$ cat config.mk
export PLATFORM = sky130hd
export DESIGN_NAME = ssw_supervisor
export DESIGN_NICKNAME = d
export VERILOG_FILES = /design/src/logic/ssw_pkg.sv /design/src/logic/ssw_supervisor.sv /design/src/logic/ssw_sync_edge.sv
export SDC_FILE = /design/constraint.sdc
export NUM_CORES = 1
export LEC_CHECK = 0
export ABC_CLOCK_PERIOD_IN_PS = 3000
export BUFFER_PORTS_ARGS = -buffer_cell sky130_fd_sc_hd__buf_2
export CAP_MARGIN = 20
export CORE_MARGIN = 1.5
export CORE_UTILIZATION = 63
export CTS_CLUSTER_DIAMETER = 30
export DETAILED_ROUTE_END_ITERATION = 10
export HOLD_SLACK_MARGIN = 0.12
export PLACE_DENSITY = 0.8
export SETUP_SLACK_MARGIN = 0.4
export SKIP_CTS_REPAIR_TIMING = 1
export SYNTH_ARGS = -nofsm -noshare
export SYNTH_HDL_FRONTEND = slang
export SYNTH_SLANG_ARGS = --single-unit
export TNS_END_PERCENT = 30
$ cat constraint.sdc
create_clock -name clk_i -period 3 [get_ports clk_i]
set_input_delay 0.3 -clock clk_i [delete_from_list [all_inputs] [get_ports clk_i]]
set_output_delay 0.3 -clock clk_i [all_outputs]
set_load 0.01 [all_outputs]
$ cat src/logic/ssw_pkg.sv
// Package for the supply supervisor and watchdog block
package ssw_pkg;

   // Clock rate of clk_i in hertz (250 MHz)
   localparam longint unsigned SSW_CLK_HZ = 64'd250_000_000;

   // Reset timeout period in microseconds (plain default)
   localparam longint unsigned SSW_RESET_TIMEOUT_US = 64'd200_000;
   // Long initial watchdog window in milliseconds
   localparam longint unsigned SSW_WD_LONG_MS = 64'd35_000;
   // Normal watchdog window in milliseconds
   localparam longint unsigned SSW_WD_NORMAL_MS = 64'd1_120;
   // Manual reset debounce settle time in microseconds
   localparam longint unsigned SSW_DEBOUNCE_US = 64'd1_000;

   // Cycle counts derived from the times (least times round up)
   localparam longint unsigned SSW_RESET_TIMEOUT_CYC =
      (SSW_RESET_TIMEOUT_US * SSW_CLK_HZ + 64'd999_999) / 64'd1_000_000;
   localparam longint unsigned SSW_WD_LONG_CYC =
      (SSW_WD_LONG_MS * SSW_CLK_HZ + 64'd999) / 64'd1_000;
   localparam longint unsigned SSW_WD_NORMAL_CYC =
      (SSW_WD_NORMAL_MS * SSW_CLK_HZ + 64'd999) / 64'd1_000;
   localparam longint unsigned SSW_DEBOUNCE_CYC =
      (SSW_DEBOUNCE_US * SSW_CLK_HZ + 64'd999_999) / 64'd1_000_000;

   // Counter width; the long window at 250 MHz needs 34 bits, ten spare
   localparam int SSW_CNT_W = 44;

   // Synchroniser reset value of the inputs (idle levels)
   localparam logic SSW_SYNC_RST_VAL = 1'b1;

   // Raw fault indications from the comparators and pins
   typedef struct packed {
      logic primary_low;   // Primary supply below threshold
      logic secondary_low; // Secondary supply below threshold
      logic aux_low;       // Auxiliary monitor below reference
   } ssw_fault_type;

   // Reset output group
   typedef struct packed {
      logic first_reset_out_n;  // Active-low reset
      logic second_reset_out_n; // Second active-low reset
      logic reset_out_h;        // Active-high reset
   } ssw_reset_type;

   // Watchdog modes
   typedef enum logic {
      SSW_WD_LONG,
      SSW_WD_NORMAL
   } ssw_wd_mode_type;

   // Reset stretcher states
   typedef enum logic [1:0] {
      SSW_RS_ASSERT,
      SSW_RS_STRETCH,
      SSW_RS_RELEASE
   } ssw_rs_state_type;

endpackage : ssw_pkg

$ cat src/logic/ssw_supervisor.sv
// Supply supervisor with reset stretcher, watchdog and power-fail output
// Summary of operation
// - Reset on any supply, aux or manual fault
// - Hold reset full timeout after causes clear
// - New undervoltage restarts running timeout
// - Manual reset low asserts reset
// - Hold while manual low, then timeout
// - Debounce manual switch internally, one reset
// - Aux input is third undervoltage cause
// - Output style open-drain or push-pull parameter
// - Active-high reset complements active-low reset
// - Two active-low resets share one state
// - Stuck watchdog input past window resets
// - Long initial window after every reset
// - First edge switches to normal window
// - Missed normal toggle gives timeout reset pulse
// - Power-fail output low when input low
// - Power-fail release unstretched, reset independent
// - Watchdog count clears on reset or edge
`timescale 1ns/1ps
`default_nettype none
module ssw_supervisor
   import ssw_pkg::*;
#(
   parameter bit OPEN_DRAIN = 1'b0, // Output style per variant
   parameter longint unsigned RESET_TIMEOUT_CYC = SSW_RESET_TIMEOUT_CYC,
   parameter longint unsigned WD_LONG_CYC = SSW_WD_LONG_CYC,
   parameter longint unsigned WD_NORMAL_CYC = SSW_WD_NORMAL_CYC,
   parameter longint unsigned DEBOUNCE_CYC = SSW_DEBOUNCE_CYC,
   parameter bit WATCHDOG_EN = 1'b1 // Watchdog fitted on this variant
)
(
   input wire logic clk_i,
   input wire logic rst_i,
   input wire ssw_fault_type fault_i,       // Comparator fault flags
   input wire logic manual_reset_n_i,       // Manual reset, active low
   input wire logic watchdog_toggle_in_i,   // Processor toggle line
   input wire logic powerfail_below_i,      // Power-fail comparator low
   output ssw_reset_type reset_o,           // Reset output values
   output ssw_reset_type reset_oe_n_o,      // Open-drain enables, low drives
   output logic powerfail_warn_n_o,         // Power-fail warning, active low
   output logic powerfail_warn_oe_n_o       // Its open-drain enable
);

   // Sized count limits
   localparam logic [SSW_CNT_W-1:0] RST_LIM = SSW_CNT_W'(RESET_TIMEOUT_CYC);
   localparam logic [SSW_CNT_W-1:0] LONG_LIM = SSW_CNT_W'(WD_LONG_CYC);
   localparam logic [SSW_CNT_W-1:0] NORM_LIM = SSW_CNT_W'(WD_NORMAL_CYC);
   localparam logic [SSW_CNT_W-1:0] DEB_LIM = SSW_CNT_W'(DEBOUNCE_CYC);
   localparam logic [SSW_CNT_W-1:0] CNT_ZERO = '0;
   localparam logic [SSW_CNT_W-1:0] CNT_ONE = SSW_CNT_W'(1);

   // Saturating increment, used by all counters
   function automatic logic [SSW_CNT_W-1:0] cnt_inc(input logic [SSW_CNT_W-1:0] v);
      cnt_inc = (v == '1) ? v : v + CNT_ONE;
   endfunction : cnt_inc

   // Synchronised inputs
   logic mr_level; // Manual reset after sync
   logic mr_edge;  // Manual reset changed
   logic wd_level; // Watchdog line after sync (unused level)
   logic wd_edge;  // Watchdog line toggled

   // Manual reset synchroniser
   ssw_sync_edge u_sync_mr (
      .clk_i(clk_i),
      .rst_i(rst_i),
      .async_i(manual_reset_n_i),
      .level_o(mr_level),
      .edge_o(mr_edge)
   );

   // Watchdog synchroniser
   ssw_sync_edge u_sync_wd (
      .clk_i(clk_i),
      .rst_i(rst_i),
      .async_i(watchdog_toggle_in_i),
      .level_o(wd_level),
      .edge_o(wd_edge)
   );

   // Debounced manual reset state and its settle counter
   logic mr_pressed_q;
   logic [SSW_CNT_W-1:0] deb_cnt_q;

   // Debounce: follow only once the line has been stable for the settle time.
   // A press is seen immediately on the first low; bounce on release is
   // absorbed, so one press gives one stretched reset.
   always_ff @(posedge clk_i) begin
      if (rst_i) begin
         mr_pressed_q <= 1'b0;
         deb_cnt_q <= CNT_ZERO;
      end else if (mr_edge) begin
         // Any bounce restarts the settle time
         deb_cnt_q <= CNT_ZERO;
         if (!mr_level) begin
            mr_pressed_q <= 1'b1;
         end
      end else if (deb_cnt_q >= DEB_LIM) begin
         // Stable long enough: take the level
         mr_pressed_q <= !mr_level;
      end else begin
         deb_cnt_q <= cnt_inc(deb_cnt_q);
      end
   end

   // Combined undervoltage causes
   logic uv_cause;
   assign uv_cause = fault_i.primary_low | fault_i.secondary_low | fault_i.aux_low;

   // Watchdog state
   ssw_wd_mode_type wd_mode_q;
   logic [SSW_CNT_W-1:0] wd_cnt_q;
   logic wd_expire;
   logic [SSW_CNT_W-1:0] wd_lim;

   // Active window depends on mode
   assign wd_lim = (wd_mode_q == SSW_WD_NORMAL) ? NORM_LIM : LONG_LIM;
   assign wd_expire = WATCHDOG_EN && (wd_cnt_q >= wd_lim);

   // Reset stretcher
   ssw_rs_state_type rs_state_q;
   logic [SSW_CNT_W-1:0] rs_cnt_q;
   logic rst_active; // Internal shared reset state

   assign rst_active = (rs_state_q != SSW_RS_RELEASE);

   // Stretcher: held in ASSERT while any cause is present, then counts
   // the timeout. A watchdog expiry enters the stretch directly, which
   // gives a single timeout-long pulse.
   always_ff @(posedge clk_i) begin
      if (rst_i) begin
         rs_state_q <= SSW_RS_ASSERT;
         rs_cnt_q <= CNT_ZERO;
      end else begin
         unique case (rs_state_q)
            SSW_RS_ASSERT: begin
               rs_cnt_q <= CNT_ZERO;
               if (!uv_cause && !mr_pressed_q) begin
                  rs_state_q <= SSW_RS_STRETCH;
               end
            end
            SSW_RS_STRETCH: begin
               if (uv_cause || mr_pressed_q) begin
                  // Drop during timeout: back to assert, count restarts
                  rs_state_q <= SSW_RS_ASSERT;
                  rs_cnt_q <= CNT_ZERO;
               end else if (rs_cnt_q >= RST_LIM - CNT_ONE) begin
                  rs_state_q <= SSW_RS_RELEASE;
               end else begin
                  rs_cnt_q <= cnt_inc(rs_cnt_q);
               end
            end
            SSW_RS_RELEASE: begin
               rs_cnt_q <= CNT_ZERO;
               if (uv_cause || mr_pressed_q) begin
                  rs_state_q <= SSW_RS_ASSERT;
               end else if (wd_expire) begin
                  rs_state_q <= SSW_RS_STRETCH;
               end
            end
         endcase
      end
   end

   // Watchdog counter and mode. Any reset returns to the long window;
   // the first edge outside reset switches to the normal window.
   always_ff @(posedge clk_i) begin
      if (rst_i) begin
         wd_mode_q <= SSW_WD_LONG;
         wd_cnt_q <= CNT_ZERO;
      end else if (rst_active) begin
         wd_mode_q <= SSW_WD_LONG;
         wd_cnt_q <= CNT_ZERO;
      end else if (wd_edge) begin
         wd_mode_q <= SSW_WD_NORMAL;
         wd_cnt_q <= CNT_ZERO;
      end else begin
         wd_cnt_q <= cnt_inc(wd_cnt_q);
      end
   end

   // Output registers
   ssw_reset_type reset_q;
   ssw_reset_type reset_oe_n_q;
   logic pf_q;
   logic pf_oe_n_q;

   // Reset outputs: all three come from the same registered state value, so
   // they never disagree, even for a cycle.
   always_ff @(posedge clk_i) begin
      if (rst_i) begin
         reset_q <= ssw_reset_type'(3'b001);
         // Low levels always driven; the high level only when push-pull
         reset_oe_n_q.first_reset_out_n <= 1'b0;
         reset_oe_n_q.second_reset_out_n <= 1'b0;
         reset_oe_n_q.reset_out_h <= OPEN_DRAIN;
      end else begin
         reset_q.first_reset_out_n <= !rst_active;
         reset_q.second_reset_out_n <= !rst_active;
         reset_q.reset_out_h <= rst_active;
         // Open-drain drives only the low level; push-pull always drives
         reset_oe_n_q.first_reset_out_n <= OPEN_DRAIN && !rst_active;
         reset_oe_n_q.second_reset_out_n <= OPEN_DRAIN && !rst_active;
         reset_oe_n_q.reset_out_h <= OPEN_DRAIN && rst_active;
      end
   end

   // Power-fail output follows the comparator, no stretch, no reset link
   always_ff @(posedge clk_i) begin
      if (rst_i) begin
         pf_q <= 1'b1;
         pf_oe_n_q <= 1'b0;
      end else begin
         pf_q <= !powerfail_below_i;
         pf_oe_n_q <= OPEN_DRAIN && !powerfail_below_i;
      end
   end

   assign reset_o = reset_q;
   assign reset_oe_n_o = reset_oe_n_q;
   assign powerfail_warn_n_o = pf_q;
   assign powerfail_warn_oe_n_o = pf_oe_n_q;

   // Level of the watchdog line is not needed beyond its edges
   logic wd_level_unused;
   assign wd_level_unused = wd_level;

endmodule : ssw_supervisor
`default_nettype wire

$ cat src/logic/ssw_sync_edge.sv
// Two-stage synchroniser with edge detector for one input
`timescale 1ns/1ps
`default_nettype none
module ssw_sync_edge
   import ssw_pkg::*;
(
   input wire logic clk_i,
   input wire logic rst_i,
   input wire logic async_i,
   output logic level_o,
   output logic edge_o
);

   logic meta_q; // First stage, read only by the second stage
   logic sync_q; // Second stage
   logic last_q; // Previous synced value for edge detect

   // Synchroniser chain
   always_ff @(posedge clk_i) begin
      if (rst_i) begin
         meta_q <= SSW_SYNC_RST_VAL;
         sync_q <= SSW_SYNC_RST_VAL;
         last_q <= SSW_SYNC_RST_VAL;
      end else begin
         meta_q <= async_i;
         sync_q <= meta_q;
         last_q <= sync_q;
      end
   end

   // Level and either-direction edge
   assign level_o = sync_q;
   assign edge_o = sync_q ^ last_q;

endmodule : ssw_sync_edge
`default_nettype wire

After elaboration in Yosys (flattened, before gate mapping)
Cells that the tools add are included.

storage, ports and cells
  RAM bits = 0
  memories kept = 0
  word-level logic and storage cells = 70
  bits in read-only memories = 0
  bits in latches = 0
  register bits = 145
  output and inout bits = 8

operators by class
  divide/modulo/power cells = 0
  mux-type cells = 14
  magnitude comparators = 3
  bitwise operators = 6
  $mul = 0
  shift-type cells = 0
  eq/ne operators = 12
  reductions and logical operators = 17
  $add $sub $neg = 3

operator list
  cell                   count
  $add 44x1->44 const B  3
  $eq 44x44->1 const B   3
  $mux 44                3
  $pmux 44 s2            1
  $ge 44x18->1 const B   1
  $ge 44x26->1 const B   1
  $ge 44x34->1           1
  $mux 34                1
  $ne 3x3->1 const B     4
  $mux 2                 5
  $ne 2x2->1 const B     3
  $pmux 2 s3             1
  $reduce_and 2->1       3
  $reduce_or 2->1        3
  $logic_not 1->1        5
  $mux 1                 3
  $reduce_and 3->1       1
  $reduce_or 3->1        1
  $eq 2x1->1 const B     1
  $eq 2x2->1 const B     1
  $logic_not 2->1        1
  $not 1->1              2
  $or 1x1->1             2
  $reduce_bool 2->1      1
  3 further kinds        4

Longest topological paths before layout
  depth after elaboration = 6
  gate-level depth with buffers = 9
  mapped depth without buffers = 8

Modules after synthesis
A second synthesis with hierarchy kept.

unflattened totals
  cell total of the unflattened synthesis = 822
  area total of the unflattened synthesis = 7,010.5 um2

modules (own cells, without submodules)
  module          sequential area each (um2)  times used  area an instance (um2)  cells each
  ssw_supervisor  2,782.7                     1           6,835.3                 808
  ssw_sync_edge   60.1                        2           87.6                    7

Worst setup path after synthesis
Ideal clock, no wire load.

  path kind = register to register
  start = register wd_cnt_q[0]
  end = register wd_cnt_q[39]
  stages on the path, launching flop included = 9
  buffers on the path = 1
  library setup time = 0.128 ns
  path slack = 0.612 ns
  period minus slack after synthesis = 2.388 ns
  arrival time = 2.260 ns
  path through = dfxtp_1 ha_1 nand4_1 or4_4 or4_4 buf_6 o2111ai_1 xor2_1 nor2_1

between the ends
  longest elaborated chain between the ends = 1
  elaborated cells between the ends (all ways) = 2

ends and longest elaborated chain
  what                                                  line                   text
  from (decl)                                           ssw_supervisor.sv:113  logic [SSW_CNT_W-1:0] wd_cnt_q;
  from (signal assigned)                                ssw_supervisor.sv:179  wd_cnt_q <= cnt_inc(wd_cnt_q);
  $add 44x1->44 / $eq 44x44->1 (equally long branches)  ssw_supervisor.sv:55   cnt_inc = (v == '1) ? v : v + CNT_ONE;

Several ways; a longest one is shown, not always the timed one.
A chain may end at the register's enable or synchronous reset.

Worst setup path after layout
  start = register wd_cnt_q[1]
  end = register wd_cnt_q[43]

The elaborated chain is that of the path after synthesis.

==> qor.csv <==
stage,metric,value,unit
finish,fillers,881,
global_route,vias in the first global route,5873,
sta,Final TNS setup,0,ns
cts,clock transition at the registers of the reported paths,0.07,ns
logic_synthesis,"area leader, netlist",dfxtp_1,
logic_synthesis,post-synthesis cell area,7260,um2
drt,WL per Instance,16.6,um
pwr,pwr/cell area,522,nW/um2
cts,Clock Path Buffers,2,
sta,RSZ-0062 raised after global routing,no,
sta,"Slew Viols, Final",0,
finish,ANT cells,0,
logic_synthesis,number of distinct library cells after synthesis,65,
critical_path,Setup CP Type,flip-flop to flip-flop,
floorplan,Initial Util,64.1,%
critical_path,crit path max fanout,6,
pwr,combinational share of power,3.4,%
drt,via count,6583,
finish,Nets,900,
floorplan,Die Width,110,um
logic_synthesis,Synth Flop Type,dfxtp_1,
logic_synthesis,"Async S/R FF share, synth",0,%
finish,Final Non-Filler Cells,1028,
placed_design,Placer Congestion,0.903,
floorplan,row count,39,
sta,Slew headroom,47.8,%
drt,Routed Antenna Nets,0,
logic_synthesis,Synth Warn #,0,
drt,Routed WL,17.1,mm
hold_path,hold crit path type,input pin to flip-flop,
run,max_cap viols,0,
sta,minimum clock period,2.47,ns
sta,Tightest Pin Transition,0.783,ns
logic_synthesis,Synth top area share,40.0,%
pwr,Pwr Total,4240,uW
placed_design,Post-DP HPWL,11.2,mm
global_route,grt ovf,0,
logic_synthesis,register area share after synthesis,40.0,%
cts,clk root buf,clkbuf_16,
drt,drt pass-1 iters,6,
pwr,switching portion of total power,24.9,%
placed_design,placed cell count,989,
floorplan,die area,12200,um2
pwr,Psw,1060,uW
logic_synthesis,syn avg cell area,8.44,um2
global_route,pin count of the biggest net entering global routing,43,
finish,Final Util,71.8,%
cts,Max H-tree Level,4,
critical_path,CP required,3.28,ns
floorplan,Placeable Area,11300,um2
placed_design,I/O Buffers,11,
global_route,first-pass GRT wire length,27.2,mm
sta,"Hold Vio Cnt, Final",0,
logic_synthesis,Synth area leaders,"dfxtp_1 (40%), a21oi_1 (4.5%), nor2_1 (3.6%), and2_1 (3.5%), ha_1 (3.4%)",
sta,Final Skew,0.0135,ns
logic_synthesis,number of flops mapped to enable cells by yosys,0,
pwr,clock power share,50.7,%
pwr,peak supply drop,0.574,mV
pwr,total internal power,3190,uW
finish,area grow syn2layout,11.9,%
global_route,GRT Total Usage,28.5,%
finish,layout cell share with drive strength beyond 1,10.2,%
cts,clock sink count,145,
logic_synthesis,Seq cells post-synth,145,
cts,TritonCTS Buffers,17,
critical_path,Arrival @ worst endpoint,2.75,ns
floorplan,I/O pin total,16,
critical_path,CP Launch Type,flip-flop,
floorplan,Die H,110,um
logic_synthesis,Syn Inst Count,860,
drt,1st-iter DRT viols,485,
drt,DRC viols,0,
sta,Final Setup Violations,0,
sta,final worst path period share,82.3,%
drt,vias per cell,6.40,
pwr,sequential power share,45.9,%
sta,top achievable clock speed,0.405,GHz
pwr,P_leak,0.00284,uW
cts,Worst-Skew Late Latency,0.43,ns
cts,CTS tree,yes,
global_route,initial antenna violation count,0,
critical_path,endpoint type of the worst setup path,flip-flop,
status,status,finished clean,
[layout make-up]
cell class / instances / area (um2) / share of cell area [%]
clock buffers: 17 / 425 / 5.24
well taps: 143 / 179 / 2.20
flip-flops and latches: 145 / 2910 / 35.8
repair buffers: 34 / 239 / 2.94
inverters: 21 / 78.8 / 0.970
multi-input cells: 653 / 4110 / 50.6
clock inverters: 15 / 183 / 2.25
[synth_stat cells (15+ instances only)]
cell type / number
or4_1: 20
and2_1: 41
nor3_1: 16
a21oi_1: 65
ha_1: 20
nor4_1: 23
and3_1: 25
nand3_1: 46
inv_1: 21
nor2_1: 69
o21ai_0: 37
and4_1: 15
xor2_1: 18
or3_1: 21
xnor2_1: 27
dfxtp_1: 145
clkbuf_1: 30
nand2_1: 64
nand4_1: 24
[registers in the layout (all words and copies together), names as in the netlist]
| name | cells |
|---|---|
| u_sync_mr.meta_q | 1 |
| powerfail_warn_n_o | 1 |
| u_sync_mr.level_o | 1 |
| rs_cnt_q | 44 |
| rs_state_q | 2 |
| wd_cnt_q | 44 |
| wd_mode_q | 1 |
| deb_cnt_q | 44 |
| reset_o | 2 |
| mr_pressed_q | 1 |
| u_sync_wd.level_o | 1 |
| u_sync_wd.meta_q | 1 |
| u_sync_mr.last_q | 1 |
| u_sync_wd.last_q | 1 |
[worst paths after layout]
kind,from,end,slack (ns),depth (start not counted)
worst max-delay path,wd_cnt_q[1]$_SDFFE_PP0P_,wd_cnt_q[43]$_SDFFE_PP0P_,0.53,7
worst max register to register,wd_cnt_q[1]$_SDFFE_PP0P_,wd_cnt_q[43]$_SDFFE_PP0P_,0.53,7
worst min register to register,u_sync_wd.meta_q$_SDFF_PP1_,u_sync_wd.level_o$_SDFF_PP1_,0.42,1
worst min-delay path,rst_i,powerfail_warn_n_o$_SDFF_PP1_,0.37,3
[cells in the final DEF (no fill, tap or decap), types with 9 or more instances in the layout]
cell type and instances:
nor2_1 69, o21ai_0 37, clkbuf_16 17, a21oi_1 65, xor2_1 18, xnor2_1 27
o31ai_1 13, or3_1 21, and2_1 41, or4_1 20, o211ai_1 11, nor4_1 23
buf_4 19, buf_2 11, dfxtp_1 143, nand3_1 46, nor3_1 16, a31oi_1 10
nand2_1 64, and3_1 25, nand4_1 24, ha_1 20, inv_1 21, a211oi_1 9
and4_1 15
[cell families after synthesis]
family / after synthesis / synth area share, %
simple gates: 400 / 31.0
compound gates: 182 / 15.9
flops: 145 / 40.0
buf+inv: 66 / 4.07
xor+xnor: 45 / 5.43
fa+ha+maj: 20 / 3.45
other cells: 1 / 0.0516
mux: 1 / 0.138
[metrics by stage]
step / setup WS [ns] / hold slack, ns / cell area, um2
after floorplan: 0.612 / 0.370 / 7270
after global routing: 0.382 / 0.409 / 8120
after detailed placement: 0.438 / 0.400 / 7430
after CTS: 0.431 / 0.0362 / 8040
final: 0.530 / 0.371 / 8120
after global placement: 0.462 / 0.396 / 7430
[critical path: stages (launching register included)]
cell and delay [ns]:
dfxtp_1 0.37, ha_1 0.20, nand4_1 0.13, or4_4 0.59, or4_4 0.59, o2111ai_1 0.24, xor2_1 0.17, nor2_1 0.05
[per-layer routing]
layer / track usage [%] / up-vias / share of wire [%]
met2: 49.0 / 221 / 49
met4: 9.71 / 0 / 2.0
met5: 0 / - / 0
met1: 34.8 / 3144 / 43
met3: 6.94 / 37 / 5.4
li1: - / 3181 / -
[power groups by stage]
stage / Clock, uW / Sequential, uW / Combinational [uW]
finish: 2150 / 1950 / 145
detailed placement: 0 / 1990 / 138
CTS: 2170 / 1950 / 140
global route: 2270 / 1950 / 164
global placement: 0 / 1990 / 132
floorplan: 0 / 1990 / 106
No activity file was read; power rests on OpenSTA's default activity.
